$ cat config.mk
export PLATFORM = sky130hd
export DESIGN_NAME = cktw_clock_tree
export DESIGN_NICKNAME = d
export VERILOG_FILES = /design/src/hdl/cktw_pkg.sv /design/src/hdl/cktw_clock_tree.sv /design/src/hdl/cktw_clk_div.sv
export SDC_FILE = /design/constraint.sdc
export NUM_CORES = 2
export LEC_CHECK = 0
export ABC_CLOCK_PERIOD_IN_PS = 6500
export BUFFER_PORTS_ARGS = -buffer_cell sky130_fd_sc_hd__buf_2
export CAP_MARGIN = 20
export CORE_UTILIZATION = 45
export CTS_CLUSTER_DIAMETER = 200
export DETAILED_ROUTE_END_ITERATION = 16
export PLACE_DENSITY_LB_ADDON = 0.25
export SLEW_MARGIN = 30
export SYNTH_ARGS = -nofsm -noshare
export SYNTH_HDL_FRONTEND = slang
export SYNTH_HIERARCHICAL = 1
export SYNTH_SLANG_ARGS = --single-unit
$ cat constraint.sdc
create_clock -name clk -period 6.5 [get_ports clk]
set_input_delay 0.325 -clock clk [delete_from_list [all_inputs] [get_ports clk]]
set_output_delay 0.325 -clock clk [all_outputs]
set_load 0.02 [all_outputs]
$ cat src/hdl/cktw_pkg.sv
// constants shared by the clock tree and its dividers
// assumes a single 250 MHz system clock and tick-style clock sources
package cktw_pkg;

  // system clock and timing figures
  localparam int CLK_MHZ = 250;
  localparam int PLL_LOCK_US = 250;
  localparam int PLL_LOCK_CYC = PLL_LOCK_US * CLK_MHZ;

  // counter widths
  localparam int CTW_W = 13;
  localparam int FTW_W = 5;
  localparam int DIV_W = 16;
  localparam int CPU_DIV_W = 4;
  localparam int SKEW_W = 4;
  localparam int CTW_SEL_W = 4;
  localparam int N_DIG = 8;
  localparam int N_ANA = 4;

  // low-speed and watch crystal ratios
  localparam int SUB_DIV = 3;
  localparam int SLOW_DIV = 100;
  localparam int WATCH_HZ = 32768;
  localparam int SUB_W = 2;
  localparam int SLOW_W = 7;
  localparam int WATCH_W = 15;

  // pll divider fields: 64 input ratios x 63 feedback ratios = 4032
  localparam int PLL_FLD_W = 6;
  localparam int PLL_RAT_W = 7;
  localparam int PLL_FB_MIN = 2;
  localparam int PLL_CRED_W = 10;
  localparam logic [PLL_CRED_W-1:0] PLL_CRED_MAX = 10'h3FF;

  // divider source selector
  localparam int N_SRC = 8;
  localparam int SRC_SEL_W = 3;
  localparam int DIV_MIN = 2;

  // clock source slots of every divider selector
  localparam logic [SRC_SEL_W-1:0] SRC_IMO = 3'h0;
  localparam logic [SRC_SEL_W-1:0] SRC_ECO = 3'h1;
  localparam logic [SRC_SEL_W-1:0] SRC_ROUTED = 3'h2;
  localparam logic [SRC_SEL_W-1:0] SRC_PLL = 3'h3;
  localparam logic [SRC_SEL_W-1:0] SRC_DBL = 3'h4;
  localparam logic [SRC_SEL_W-1:0] SRC_LOWSPD = 3'h5;
  localparam logic [SRC_SEL_W-1:0] SRC_WATCH = 3'h6;
  localparam logic [SRC_SEL_W-1:0] SRC_CHAIN = 3'h7;

  // reference selections shared by pll and doubler
  localparam logic [1:0] REF_IMO = 2'h0;
  localparam logic [1:0] REF_ECO = 2'h1;
  localparam logic [1:0] REF_ROUTED = 2'h2;

  // asynchronous input slots
  localparam int A_IMO = 0;
  localparam int A_ECO = 1;
  localparam int A_ROUTED = 2;
  localparam int A_LOWSPD = 3;
  localparam int A_WATCH = 4;
  localparam int A_USB = 5;
  localparam int A_DIRECT = 6;
  localparam int N_ASYNC = A_DIRECT + N_DIG;

endpackage : cktw_pkg

$ cat src/hdl/cktw_clock_tree.sv
// clock tree: pll model, low-speed ticks, tick wheels, watch second,
// master/bus/cpu clocks, digital and analog dividers, usb clock select
// assumes oscillator and fabric clocks arrive asynchronously on pins
// and every generated clock leaves as a tick or a level on clk
`timescale 1ns/100ps
`default_nettype none

// What this block does
// - pll multiplies reference by feedback over input ratio, 4032 ratios
// - lock bit sets 250 us after enable or setting change
// - pll reference is main oscillator, fast crystal or routed clock
// - lock level is also driven out to the routing fabric
// - low-speed block gives 1 kHz, 33 kHz and 100 kHz ticks
// - 33 kHz tick is the 100 kHz tick divided by three
// - central tick wheel is a 13-bit counter on the 1 kHz tick
// - central wheel stops only in hibernate or debug halt
// - central wheel gives periodic interrupt, wake, and firmware clear
// - fast wheel is 5-bit on 100 kHz, wraps at programmable terminal
// - fast wheel pulses an interrupt at terminal count when enabled
// - watch crystal gives one-second tick and feeds sleep timer
// - eight direct routed clocks feed the eight digital dividers
// - master selector picks one of seven sources as master clock
// - 16-bit bus divider from master; cpu divider from bus clock
// - eight programmable 16-bit digital dividers from any source
// - four 16-bit analog dividers with programmable edge skew
// - each divider: 8-way select, ratio two up, resync, deglitch
// - digital dividers 0 to 3 feed slot eight of the four analog dividers
// - usb clock is routed 48 MHz or doubled 24 MHz source
// - doubler doubles main oscillator, fast crystal or routed clock
module cktw_clock_tree #(
  parameter int LOCK_CYCLES = cktw_pkg::PLL_LOCK_CYC
) (
  // clock and reset
  input wire logic clk,
  input wire logic rst_b,
  // asynchronous clock inputs
  input wire logic internalMainOsc,
  input wire logic fastCrystalOsc,
  input wire logic routedClk,
  input wire logic lowSpeedOsc,
  input wire logic watchCrystalOsc,
  input wire logic routedUsbClk,
  input wire logic [cktw_pkg::N_DIG-1:0] routedDirect,
  // pll
  input wire logic pllEn,
  input wire logic [1:0] pllRefSel,
  input wire logic [cktw_pkg::PLL_FLD_W-1:0] pllInDiv,
  input wire logic [cktw_pkg::PLL_FLD_W-1:0] pllFbDiv,
  output logic pllLocked,
  output logic pllLockRouted,
  // low-speed ticks
  output logic slowTickClock,
  output logic crystalSubstituteTick,
  output logic lowPowerMasterTick,
  // central tick wheel
  input wire logic hibernate,
  input wire logic debugHalt,
  input wire logic ctwClear,
  input wire logic ctwIntEn,
  input wire logic ctwWakeEn,
  input wire logic [cktw_pkg::CTW_SEL_W-1:0] ctwIntSel,
  output logic [cktw_pkg::CTW_W-1:0] ctwCount,
  output logic ctwIntr,
  output logic ctwWake,
  // fast tick wheel
  input wire logic ftwEn,
  input wire logic ftwIntEn,
  input wire logic [cktw_pkg::FTW_W-1:0] ftwTerminal,
  output logic [cktw_pkg::FTW_W-1:0] ftwCount,
  output logic ftwIntr,
  // watch crystal
  output logic rtcSecond,
  output logic sleepTimerTick,
  // master, bus and cpu clocks
  input wire logic [cktw_pkg::SRC_SEL_W-1:0] masterSel,
  input wire logic [cktw_pkg::DIV_W-1:0] busDiv,
  input wire logic [cktw_pkg::CPU_DIV_W-1:0] cpuDiv,
  output logic masterTick,
  output logic busClk,
  output logic cpuClk,
  // digital dividers
  input wire logic [cktw_pkg::N_DIG*cktw_pkg::SRC_SEL_W-1:0] digSel,
  input wire logic [cktw_pkg::N_DIG*cktw_pkg::DIV_W-1:0] digDiv,
  output logic [cktw_pkg::N_DIG-1:0] digClk,
  // analog dividers
  input wire logic [cktw_pkg::N_ANA*cktw_pkg::SRC_SEL_W-1:0] anaSel,
  input wire logic [cktw_pkg::N_ANA*cktw_pkg::DIV_W-1:0] anaDiv,
  input wire logic [cktw_pkg::N_ANA*cktw_pkg::SKEW_W-1:0] anaSkew,
  output logic [cktw_pkg::N_ANA-1:0] anaClk,
  // doubler and usb
  input wire logic [1:0] dblSel,
  input wire logic usbSel,
  output logic usbClkTick
);
  import cktw_pkg::*;

  localparam int LOCK_W = $clog2(LOCK_CYCLES + 1);

  // input synchronisers: a change counts once stages two and three agree
  logic [N_ASYNC-1:0] syncA;
  logic [N_ASYNC-1:0] syncB;
  logic [N_ASYNC-1:0] syncC;
  logic [N_ASYNC-1:0] stable;
  logic [N_ASYNC-1:0] riseTick;
  logic [N_ASYNC-1:0] edgeTick;

  wire [N_ASYNC-1:0] asyncIn = {routedDirect, routedUsbClk, watchCrystalOsc,
    lowSpeedOsc, routedClk, fastCrystalOsc, internalMainOsc};
  wire [N_ASYNC-1:0] agree = ~(syncB ^ syncC);
  wire [N_ASYNC-1:0] changed = agree & (syncC ^ stable);

  always_ff @(posedge clk) begin
    if (!rst_b) begin
      syncA <= '0;
      syncB <= '0;
      syncC <= '0;
      stable <= '0;
      riseTick <= '0;
      edgeTick <= '0;
    end else begin
      syncA <= asyncIn;
      syncB <= syncA;
      syncC <= syncB;
      stable <= (stable & ~agree) | (syncC & agree);
      riseTick <= changed & syncC;
      edgeTick <= changed;
    end
  end

  // pll: credit accumulator adds feedback ratio per reference tick and
  // spends the input ratio per output tick
  logic [PLL_CRED_W-1:0] credit;
  logic [LOCK_W-1:0] lockCnt;
  logic [2*PLL_FLD_W+1:0] pllCfg;
  logic pllTick;

  wire refTick = (pllRefSel == REF_IMO) ? riseTick[A_IMO] :
                 (pllRefSel == REF_ECO) ? riseTick[A_ECO] :
                 (pllRefSel == REF_ROUTED) ? riseTick[A_ROUTED] : 1'b0;
  wire [PLL_RAT_W-1:0] qRatio = {1'b0, pllInDiv} + PLL_RAT_W'(1);
  wire [PLL_RAT_W-1:0] pRatio = (pllFbDiv == '0) ? PLL_RAT_W'(PLL_FB_MIN)
                                : {1'b0, pllFbDiv} + PLL_RAT_W'(1);
  wire [2*PLL_FLD_W+1:0] cfgNow = {pllRefSel, pllInDiv, pllFbDiv};
  wire emit = pllEn && (credit >= PLL_CRED_W'(qRatio));
  wire [PLL_CRED_W:0] credSum = {1'b0, credit}
    + (refTick ? (PLL_CRED_W+1)'(pRatio) : '0)
    - (emit ? (PLL_CRED_W+1)'(qRatio) : '0);
  wire pllRestart = !pllEn || (cfgNow != pllCfg);
  assign pllLockRouted = pllLocked;

  always_ff @(posedge clk) begin
    if (!rst_b) begin
      credit <= '0;
      lockCnt <= '0;
      pllCfg <= '0;
      pllLocked <= 1'b0;
      pllTick <= 1'b0;
    end else begin
      pllCfg <= cfgNow;
      pllTick <= emit && pllLocked;
      if (pllRestart) begin
        credit <= '0;
        lockCnt <= '0;
        pllLocked <= 1'b0;
      end else begin
        credit <= credSum[PLL_CRED_W] ? PLL_CRED_MAX
                                      : credSum[PLL_CRED_W-1:0];
        if (lockCnt == LOCK_W'(LOCK_CYCLES))
          pllLocked <= 1'b1;
        else
          lockCnt <= lockCnt + LOCK_W'(1);
      end
    end
  end

  // low-speed ticks and tick wheels
  logic [SUB_W-1:0] subCnt;
  logic [SLOW_W-1:0] slowCnt;
  logic [WATCH_W-1:0] watchCnt;

  wire tick100k = riseTick[A_LOWSPD];
  wire subWrap = subCnt == SUB_W'(SUB_DIV - 1);
  wire slowWrap = slowCnt == SLOW_W'(SLOW_DIV - 1);
  wire ctwAdvance = slowTickClock && !hibernate && !debugHalt;
  wire [CTW_W-1:0] ctwNext = ctwCount + CTW_W'(1);
  wire [CTW_W-1:0] ctwMask = (CTW_W'(1) << ctwIntSel) - CTW_W'(1);
  wire ctwMatch = ctwAdvance && ((ctwNext & ctwMask) == '0);
  wire ftwWrap = ftwCount == ftwTerminal;
  wire watchWrap = watchCnt == WATCH_W'(WATCH_HZ - 1);

  always_ff @(posedge clk) begin
    if (!rst_b) begin
      subCnt <= '0;
      slowCnt <= '0;
      lowPowerMasterTick <= 1'b0;
      crystalSubstituteTick <= 1'b0;
      slowTickClock <= 1'b0;
    end else begin
      lowPowerMasterTick <= tick100k;
      crystalSubstituteTick <= tick100k && subWrap;
      slowTickClock <= tick100k && slowWrap;
      if (tick100k) begin
        subCnt <= subWrap ? '0 : subCnt + SUB_W'(1);
        slowCnt <= slowWrap ? '0 : slowCnt + SLOW_W'(1);
      end
    end
  end

  always_ff @(posedge clk) begin
    if (!rst_b) begin
      ctwCount <= '0;
      ctwIntr <= 1'b0;
      ctwWake <= 1'b0;
    end else begin
      ctwIntr <= ctwMatch && ctwIntEn;
      ctwWake <= ctwMatch && ctwWakeEn;
      if (ctwClear)
        ctwCount <= '0;
      else if (ctwAdvance)
        ctwCount <= ctwNext;
    end
  end

  always_ff @(posedge clk) begin
    if (!rst_b) begin
      ftwCount <= '0;
      ftwIntr <= 1'b0;
    end else begin
      ftwIntr <= ftwEn && tick100k && ftwWrap && ftwIntEn;
      if (ftwEn && tick100k)
        ftwCount <= ftwWrap ? '0 : ftwCount + FTW_W'(1);
    end
  end

  always_ff @(posedge clk) begin
    if (!rst_b) begin
      watchCnt <= '0;
      rtcSecond <= 1'b0;
      sleepTimerTick <= 1'b0;
    end else begin
      sleepTimerTick <= riseTick[A_WATCH];
      rtcSecond <= riseTick[A_WATCH] && watchWrap;
      if (riseTick[A_WATCH])
        watchCnt <= watchWrap ? '0 : watchCnt + WATCH_W'(1);
    end
  end

  wire dblTick = (dblSel == REF_IMO) ? edgeTick[A_IMO] :
                 (dblSel == REF_ECO) ? edgeTick[A_ECO] :
                 (dblSel == REF_ROUTED) ? edgeTick[A_ROUTED] : 1'b0;

  // seven general sources; slot eight is filled per divider
  wire [N_SRC-2:0] srcBase = {riseTick[A_WATCH], riseTick[A_LOWSPD],
    dblTick, pllTick, riseTick[A_ROUTED], riseTick[A_ECO],
    riseTick[A_IMO]};

  wire masterNow = (masterSel == SRC_CHAIN) ? srcBase[SRC_IMO]
                                            : srcBase[masterSel];
  logic busTick;

  always_ff @(posedge clk) begin
    if (!rst_b) begin
      masterTick <= 1'b0;
      usbClkTick <= 1'b0;
    end else begin
      masterTick <= masterNow;
      usbClkTick <= usbSel ? dblTick : riseTick[A_USB];
    end
  end

  cktw_clk_div #(.W(DIV_W), .SKW(SKEW_W)) busDivider (
    .clk(clk),
    .rst_b(rst_b),
    .srcTick({N_SRC{masterTick}}),
    .sel(SRC_IMO),
    .divisor(busDiv),
    .skew('0),
    .masterTick(masterTick),
    .clkOut(busClk),
    .outTick(busTick)
  );

  cktw_clk_div #(.W(CPU_DIV_W), .SKW(SKEW_W)) cpuDivider (
    .clk(clk),
    .rst_b(rst_b),
    .srcTick({N_SRC{busTick}}),
    .sel(SRC_IMO),
    .divisor(cpuDiv),
    .skew('0),
    .masterTick(masterTick),
    .clkOut(cpuClk),
    .outTick()
  );

  logic [N_DIG-1:0] digTick;

  // digital dividers with direct routed inputs
  for (genvar d = 0; d < N_DIG; d++) begin : gDig
    cktw_clk_div #(.W(DIV_W), .SKW(SKEW_W)) digDivider (
      .clk(clk),
      .rst_b(rst_b),
      .srcTick({riseTick[A_DIRECT+d], srcBase}),
      .sel(digSel[d*SRC_SEL_W +: SRC_SEL_W]),
      .divisor(digDiv[d*DIV_W +: DIV_W]),
      .skew('0),
      .masterTick(masterTick),
      .clkOut(digClk[d]),
      .outTick(digTick[d])
    );
  end

  // analog dividers; slot eight cascades a digital divider
  for (genvar a = 0; a < N_ANA; a++) begin : gAna
    cktw_clk_div #(.W(DIV_W), .SKW(SKEW_W)) anaDivider (
      .clk(clk),
      .rst_b(rst_b),
      .srcTick({digTick[a], srcBase}),
      .sel(anaSel[a*SRC_SEL_W +: SRC_SEL_W]),
      .divisor(anaDiv[a*DIV_W +: DIV_W]),
      .skew(anaSkew[a*SKEW_W +: SKEW_W]),
      .masterTick(masterTick),
      .clkOut(anaClk[a]),
      .outTick()
    );
  end

endmodule : cktw_clock_tree
`default_nettype wire

$ cat src/hdl/cktw_clk_div.sv
// one clock divider: 8-way source selector, programmable ratio,
// master-tick resynchronisation, deglitch and optional edge skew
// assumes source and master clocks arrive as one-cycle ticks on clk
`timescale 1ns/100ps
`default_nettype none

module cktw_clk_div #(
  parameter int W = 16,
  parameter int SKW = 4
) (
  // clock and reset
  input wire logic clk,
  input wire logic rst_b,
  // sources and settings
  input wire logic [cktw_pkg::N_SRC-1:0] srcTick,
  input wire logic [cktw_pkg::SRC_SEL_W-1:0] sel,
  input wire logic [W-1:0] divisor,
  input wire logic [SKW-1:0] skew,
  input wire logic masterTick,
  // divided clock
  output logic clkOut,
  output logic outTick
);
  import cktw_pkg::*;

  logic [SRC_SEL_W-1:0] selReg;
  logic [W-1:0] cnt;
  logic raw;
  logic [SKW-1:0] skewCnt;

  wire selChange = sel != selReg;
  wire tickIn = srcTick[selReg];
  wire [W-1:0] ratio = (divisor < W'(DIV_MIN)) ? W'(DIV_MIN) : divisor;
  wire [W-1:0] half = ratio >> 1;
  wire [W-1:0] cntNext = (cnt == ratio - W'(1)) ? '0 : cnt + W'(1);
  wire edgeDue = masterTick && (clkOut != raw);
  wire skewDone = skewCnt == skew;

  always_ff @(posedge clk) begin
    if (!rst_b) begin
      selReg <= '0;
      cnt <= '0;
      raw <= 1'b0;
      skewCnt <= '0;
      clkOut <= 1'b0;
      outTick <= 1'b0;
    end else begin
      outTick <= edgeDue && skewDone && raw;
      if (selChange) begin
        selReg <= sel;
        cnt <= '0;
        raw <= 1'b0;
      end else if (tickIn) begin
        cnt <= cntNext;
        raw <= cntNext < half;
      end
      if (edgeDue) begin
        if (skewDone) begin
          clkOut <= raw;
          skewCnt <= '0;
        end else begin
          skewCnt <= skewCnt + SKW'(1);
        end
      end else if (clkOut == raw) begin
        skewCnt <= '0;
      end
    end
  end

endmodule : cktw_clk_div
`default_nettype wire

Word level (Yosys, flattened, before mapping)

Cells that the tools add are included.

Output and inout bits: 44
Register bits after elaboration: 504

Equality and inequality tests: 69
Shifts and indexed selects: 1
Reduce and logical (&&, ||, !) cells: 97
Bitwise gates (word level): 11
$lt $le $gt $ge: 42
$add $sub $neg: 53
Multiplexer cells: 112

Operator list:

| operator              | count |
|---|---|
| $mux 16               | 26 |
| $add 16x1->16 const B | 14 |
| $eq 16x16->1          | 13 |
| $lt 16x15->1          | 13 |
| $lt 16x2->1 const B   | 13 |
| $sub 16x1->16 const B | 13 |
| $mux 4                | 44 |
| $add 4x1->4 const B   | 15 |
| $and 14x14->14        | 4 |
| $lt 3x4->1 const B    | 13 |
| $logic_not 4->1       | 10 |
| $bmux 1 s3            | 13 |
| $logic_and 1x1->1     | 37 |
| $ne 3x3->1            | 12 |
| $mux 7                | 4 |
| $not 14->14           | 2 |
| $reduce_and 2->1      | 14 |
| $reduce_bool 2->1     | 14 |
| $reduce_or 2->1       | 14 |
| $xor 14x14->14        | 2 |
| $mux 1                | 21 |
| $eq 4x4->1            | 5 |
| $eq 16x16->1 const B  | 1 |
| $add 15x1->15 const B | 1 |
| other kinds (34)      | 67 |

Logic depth before layout (Yosys ltp)

Depth in word-level cells: 8
Mapped depth: 21
Gate-level depth less buffers: 19

Modules after synthesis

The synthesis kept the hierarchy.

Modules (own cells, without submodules):

| module                        | cells each | area each (um^2) | times used |
|---|---|---|---|
| cktw_clk_div (busDivider ...) | 330        | 2,567.5          | 13 |
| cktw_clock_tree               | 815        | 7,514.7          | 1 |
| cktw_clk_div (cpuDivider)     | 102        | 963.4            | 1 |

Worst setup path after synthesis

No wires, ideal clock.

Path type: input to register
Start point: input port busDiv[11] in the netlist's numbering
End point: register busDivider.raw
Setup slack: 2.063 ns
Setup time: 0.074 ns
Arrival time: 4.363 ns
Path buffers: 2
Stages: 21
Path through: clkbuf_1 nor4_2 nand3_1 o21ai_0 ha_1 inv_1 nor2_2 and4_1 a211oi_1 or4_4 nor4b_4 buf_6 nor2_1 ha_1 a21o_1 a21o_1 a21oi_1 a211oi_1 a21boi_0 a41oi_1 o21ai_0

Longest elaborated chain between the ends: 6

RTL lines:

| item                      | RTL line              | text |
|---|---|---|
| from (decl)               | cktw_clock_tree.sv:76 | `input wire logic [cktw_pkg::DIV_W-1:0] busDiv,` |
| $lt 16x2->1               | cktw_clk_div.sv:33    | `wire [W-1:0] ratio = (divisor < W'(DIV_MIN)) ? W'(DIV_MIN) : divisor;` |
| $mux 16 *                 | cktw_clk_div.sv:33    |  |
| $sub 16x1->16 *           | cktw_clk_div.sv:35    | `wire [W-1:0] cntNext = (cnt == ratio - W'(1)) ? '0 : cnt + W'(1);` |
| $eq 16x16->1 *            | cktw_clk_div.sv:35    |  |
| $mux 16 *                 | cktw_clk_div.sv:35    |  |
| via busDivider.cntNext[5] | cktw_clk_div.sv:35    |  |
| $lt 16x15->1 *            | cktw_clk_div.sv:55    | `raw <= cntNext < half;` |
| to (signal assigned)      | cktw_clk_div.sv:55    |  |
| to (decl)                 | cktw_clk_div.sv:28    | `logic raw;` |

Mark *: on every way through the listed nets, which the timed path passes. The rest lies on a longest branch.
A chain may end at the register's enable or synchronous reset.

Final worst setup path

Start point: input port digDiv[20] in the netlist's numbering
End point: register gDig[1].digDivider.raw

Longest elaborated chain between the ends: 6

RTL lines:

| item                               | RTL line              | text |
|---|---|---|
| from (decl)                        | cktw_clock_tree.sv:83 | `input wire logic [cktw_pkg::N_DIG*cktw_pkg::DIV_W-1:0] digDiv,` |
| $lt 16x2->1                        | cktw_clk_div.sv:33    |  |
| $mux 16 *                          | cktw_clk_div.sv:33    |  |
| $sub 16x1->16 *                    | cktw_clk_div.sv:35    |  |
| $eq 16x16->1 *                     | cktw_clk_div.sv:35    |  |
| $mux 16 *                          | cktw_clk_div.sv:35    |  |
| via gDig[1].digDivider.cntNext[13] | cktw_clk_div.sv:35    |  |
| $lt 16x15->1 *                     | cktw_clk_div.sv:55    |  |
| to (signal assigned)               | cktw_clk_div.sv:55    |  |
| to (decl)                          | cktw_clk_div.sv:28    |  |

Marks and branches as above.

==> PnR_summary.wiki <==
{| class="wikitable"
! Metric !! Value
|-
| Netlist area before placement || 41590 sq um
|-
| Unrepaired setup endpoints after global routing || no
|-
| Portion of the clock cycle consumed by the worst path in the final layout || 76.24%
|-
| Overall track demand over capacity in global routing || 23.89%
|-
| Cell depth of the worst flop-to-flop path || 16
|-
| Most common cell after layout, fill and taps aside || dfxtp_1
|-
| Data arrival time of the worst path || 5.53 ns
|-
| Die X-Extent || 306.0 microns
|-
| Vias per inst || 5.604
|-
| Worst min-delay path startpoint || debugHalt
|-
| Number of top-level design ports || 361
|-
| Transition at the pin with the smallest max-transition slack || 0.9819 ns
|-
| Reg-to-reg slack, setup || 1.98 ns
|-
| Die Span Y || 306.0 microns
|-
| Number of warnings issued by yosys || 6
|-
| Initial antenna violation count || 23
|-
| Count of cells along the worst hold path || 4
|-
| Classification of the worst-slack hold path || in -> reg
|-
| Via count || 37930
|-
| Clk pin slew, worst setup/hold paths || 0.06 ns
|-
| Overall die area || 93650 sq um
|-
| Endpoint class of the critical path || register
|-
| Endpoint required time on the critical path || 7.07 ns
|-
| Clock tree root buffer cell || clkbuf_16
|-
| Max-slew violation total from the final report || 0
|-
| Final period demand of the worst path || 4.956 ns
|-
| Std-Cell Core Area || 91660 sq um
|-
| Final setup violation count || 0
|-
| Element type at the critical path start || input port
|-
| Mapped Avg Cell Area || 8.030 sq um
|-
| Final #Nets || 6098
|-
| Area of all placed cells without fillers || 47250 sq um
|-
| Number of port buffers || 360
|-
| Reg2reg end || credit[0]$_SDFF_PP0_
|-
| Most frequent cells in the layout || dfxtp_1, nor2_1, xnor2_1
|-
| Worst ir drop on vdd || 0.2117 mV
|-
| Maximum number of pins on one net before global-route repair || 76
|-
| Sink count of the clock tree || 510
|-
| DP HPWL || 86510 microns
|-
| Category of the critical setup timing path || in -> reg
|-
| Clock latency reported for the late side of the worst-skew pair || 0.64 ns
|-
| Instance count of the mapped netlist || 5180
|-
| Standby leakage power || 19.33 nW
|-
| Number of hold violations in the final report || 0
|-
| Average wire length per cell after detail routing || 16.97 microns
|-
| Number of buffers created by CTS || 61
|-
| Area grow syn2layout || 13.60%
|-
| Total power per unit cell area || 163.6 nW/um^2
|-
| CTS HTree Levels || 2
|-
| Iteration-0 DRC count of the detailed router || 2398
|-
| Via count of the first global-routing pass || 35760
|-
| Fill cell total of the finished layout || 8915
|-
| Overflow after GRT || 0
|-
| CTS Buffer Depth || 3
|-
| Placer Congestion || 0.9204
|-
| Maximum fanout count along the critical path || 17
|-
| Total length of routed wires || 114800 microns
|-
| Placed Cells || 6571
|-
| Share of cells above drive strength 1 || 12.83%
|-
| First-pass iteration count of the detailed router || 5
|-
| Run status || complete, no violations
|-
| Cell area after placement || 44320 sq um
|-
| Clock tree from TritonCTS || yes
|-
| Number of cell rows || 111
|-
| Antenna-violating nets left || 0
|-
| Total of max-cap violations || 0
|-
| Remaining max-slew budget at the tightest pin || 34.54%
|-
| Crit Reg-Reg Startpoint || credit[0]$_SDFF_PP0_
|-
| Initial core utilization || 45.38%
|-
| End point of the worst hold path || ctwCount[0]$_SDFFE_PP0P_
|-
| Clock skew || 0.01550 ns
|-
| Worst slack after detailed placement || 1.025 ns
|-
| Setup slack after layout || 1.544 ns
|-
| Number of remaining DRC errors || 0
|-
| Total setup buffers inserted after CTS || 0
|-
| Total Neg Setup Slack || 0 ns
|-
| Post-cts hold buffer count || 70
|-
| Layout Cells excl Fill || 6768
|-
| Wire length of the first global-routing pass || 186600 microns
|-
| Highest clock rate || 0.2018 GHz
|-
| Post-CTS Resized || 0
|}
sequential cells by signal, indices dropped and copies added, names as in the netlist, 12 cells and up, named ones only:
| name | count |
|---|---|
| riseTick | 14 |
| gAna.anaDivider/selReg | 12 |
| lockCnt | 16 |
| busDivider/cnt | 16 |
| gAna.anaDivider/skewCnt | 16 |
| watchCnt | 15 |
| ctwCount | 13 |
| syncB | 14 |
| gDig.digDivider/skewCnt | 32 |
| gDig.digDivider/selReg | 24 |
| gAna.anaDivider/cnt | 64 |
| syncA | 14 |
| syncC | 14 |
| gDig.digDivider/cnt | 128 |
| pllCfg | 14 |
critical path: stages:
cell,delay [ns]
buf_2,0.14
nor4_2,0.59
nand2_1,0.25
o21ai_0,0.33
ha_1,0.31
inv_1,0.12
nor2_2,0.21
and4_1,0.22
a211oi_1,0.06
or4_4,0.54
nor4b_4,0.78
nor2_1,0.12
ha_1,0.34
a21o_1,0.16
a2111oi_0,0.46
o21ai_0,0.22
a21o_1,0.19
o21ai_0,0.15
report_power, final:
part           internal (mW)  leakage (nW)  switching (mW)
registers               3.16          4.13          0.0278
logic                  0.347          14.1           0.488
clock network           2.26          1.07            1.45
routing by layer:
metal | routed length, microns | GRT usage (%)
met2 | 52290 | 39.46
met4 | 2276 | 6.100
met3 | 5368 | 2.986
met1 | 54800 | 32.77
met5 | 92 | 0
metrics by stage:
step | util, % | hold WS, ns | total power, mW
final | 51.55 | 0.1126 | 7.728
after global placement | 48.34 | 0.4151 | 4.033
after detailed placement | 48.35 | 0.4169 | 4.042
after CTS | 51.51 | 0.05540 | 7.848
after floorplan | - | 0.4119 | 3.729
after global routing | 51.53 | 0.1040 | 8.064
how the worst max path moves through the flow:
stage                startpoint                                  end  slack (ns)  depth (start not counted)
global placement     digDiv[52]  gDig[3].digDivider/raw$_SDFFE_PP0P_        1.09                         18
finish               digDiv[20]  gDig[1].digDivider/raw$_SDFFE_PP0P_        1.54                         18
global route         digDiv[20]  gDig[1].digDivider/raw$_SDFFE_PP0P_        1.15                         18
CTS                 pllInDiv[0]                 credit[0]$_SDFF_PP0_        1.69                         18
floorplan            busDiv[11]          busDivider/raw$_SDFFE_PP0P_        2.06                         21
detailed placement   digDiv[20]  gDig[1].digDivider/raw$_SDFFE_PP0P_        1.03                         19
layout make-up:
type	instances	area (sq um)	area share, %
multi-input combinational	4130	29250	61.91
clock buffer	92	1874	3.967
tap	1186	1484	3.141
inverter	356	1336	2.828
clock inverter	20	315.3	0.6673
antenna	15	37.54	0.07944
timing repair buffer	459	2739	5.797
sequential	510	10210	21.61
(Power assumes the default switching activity.)
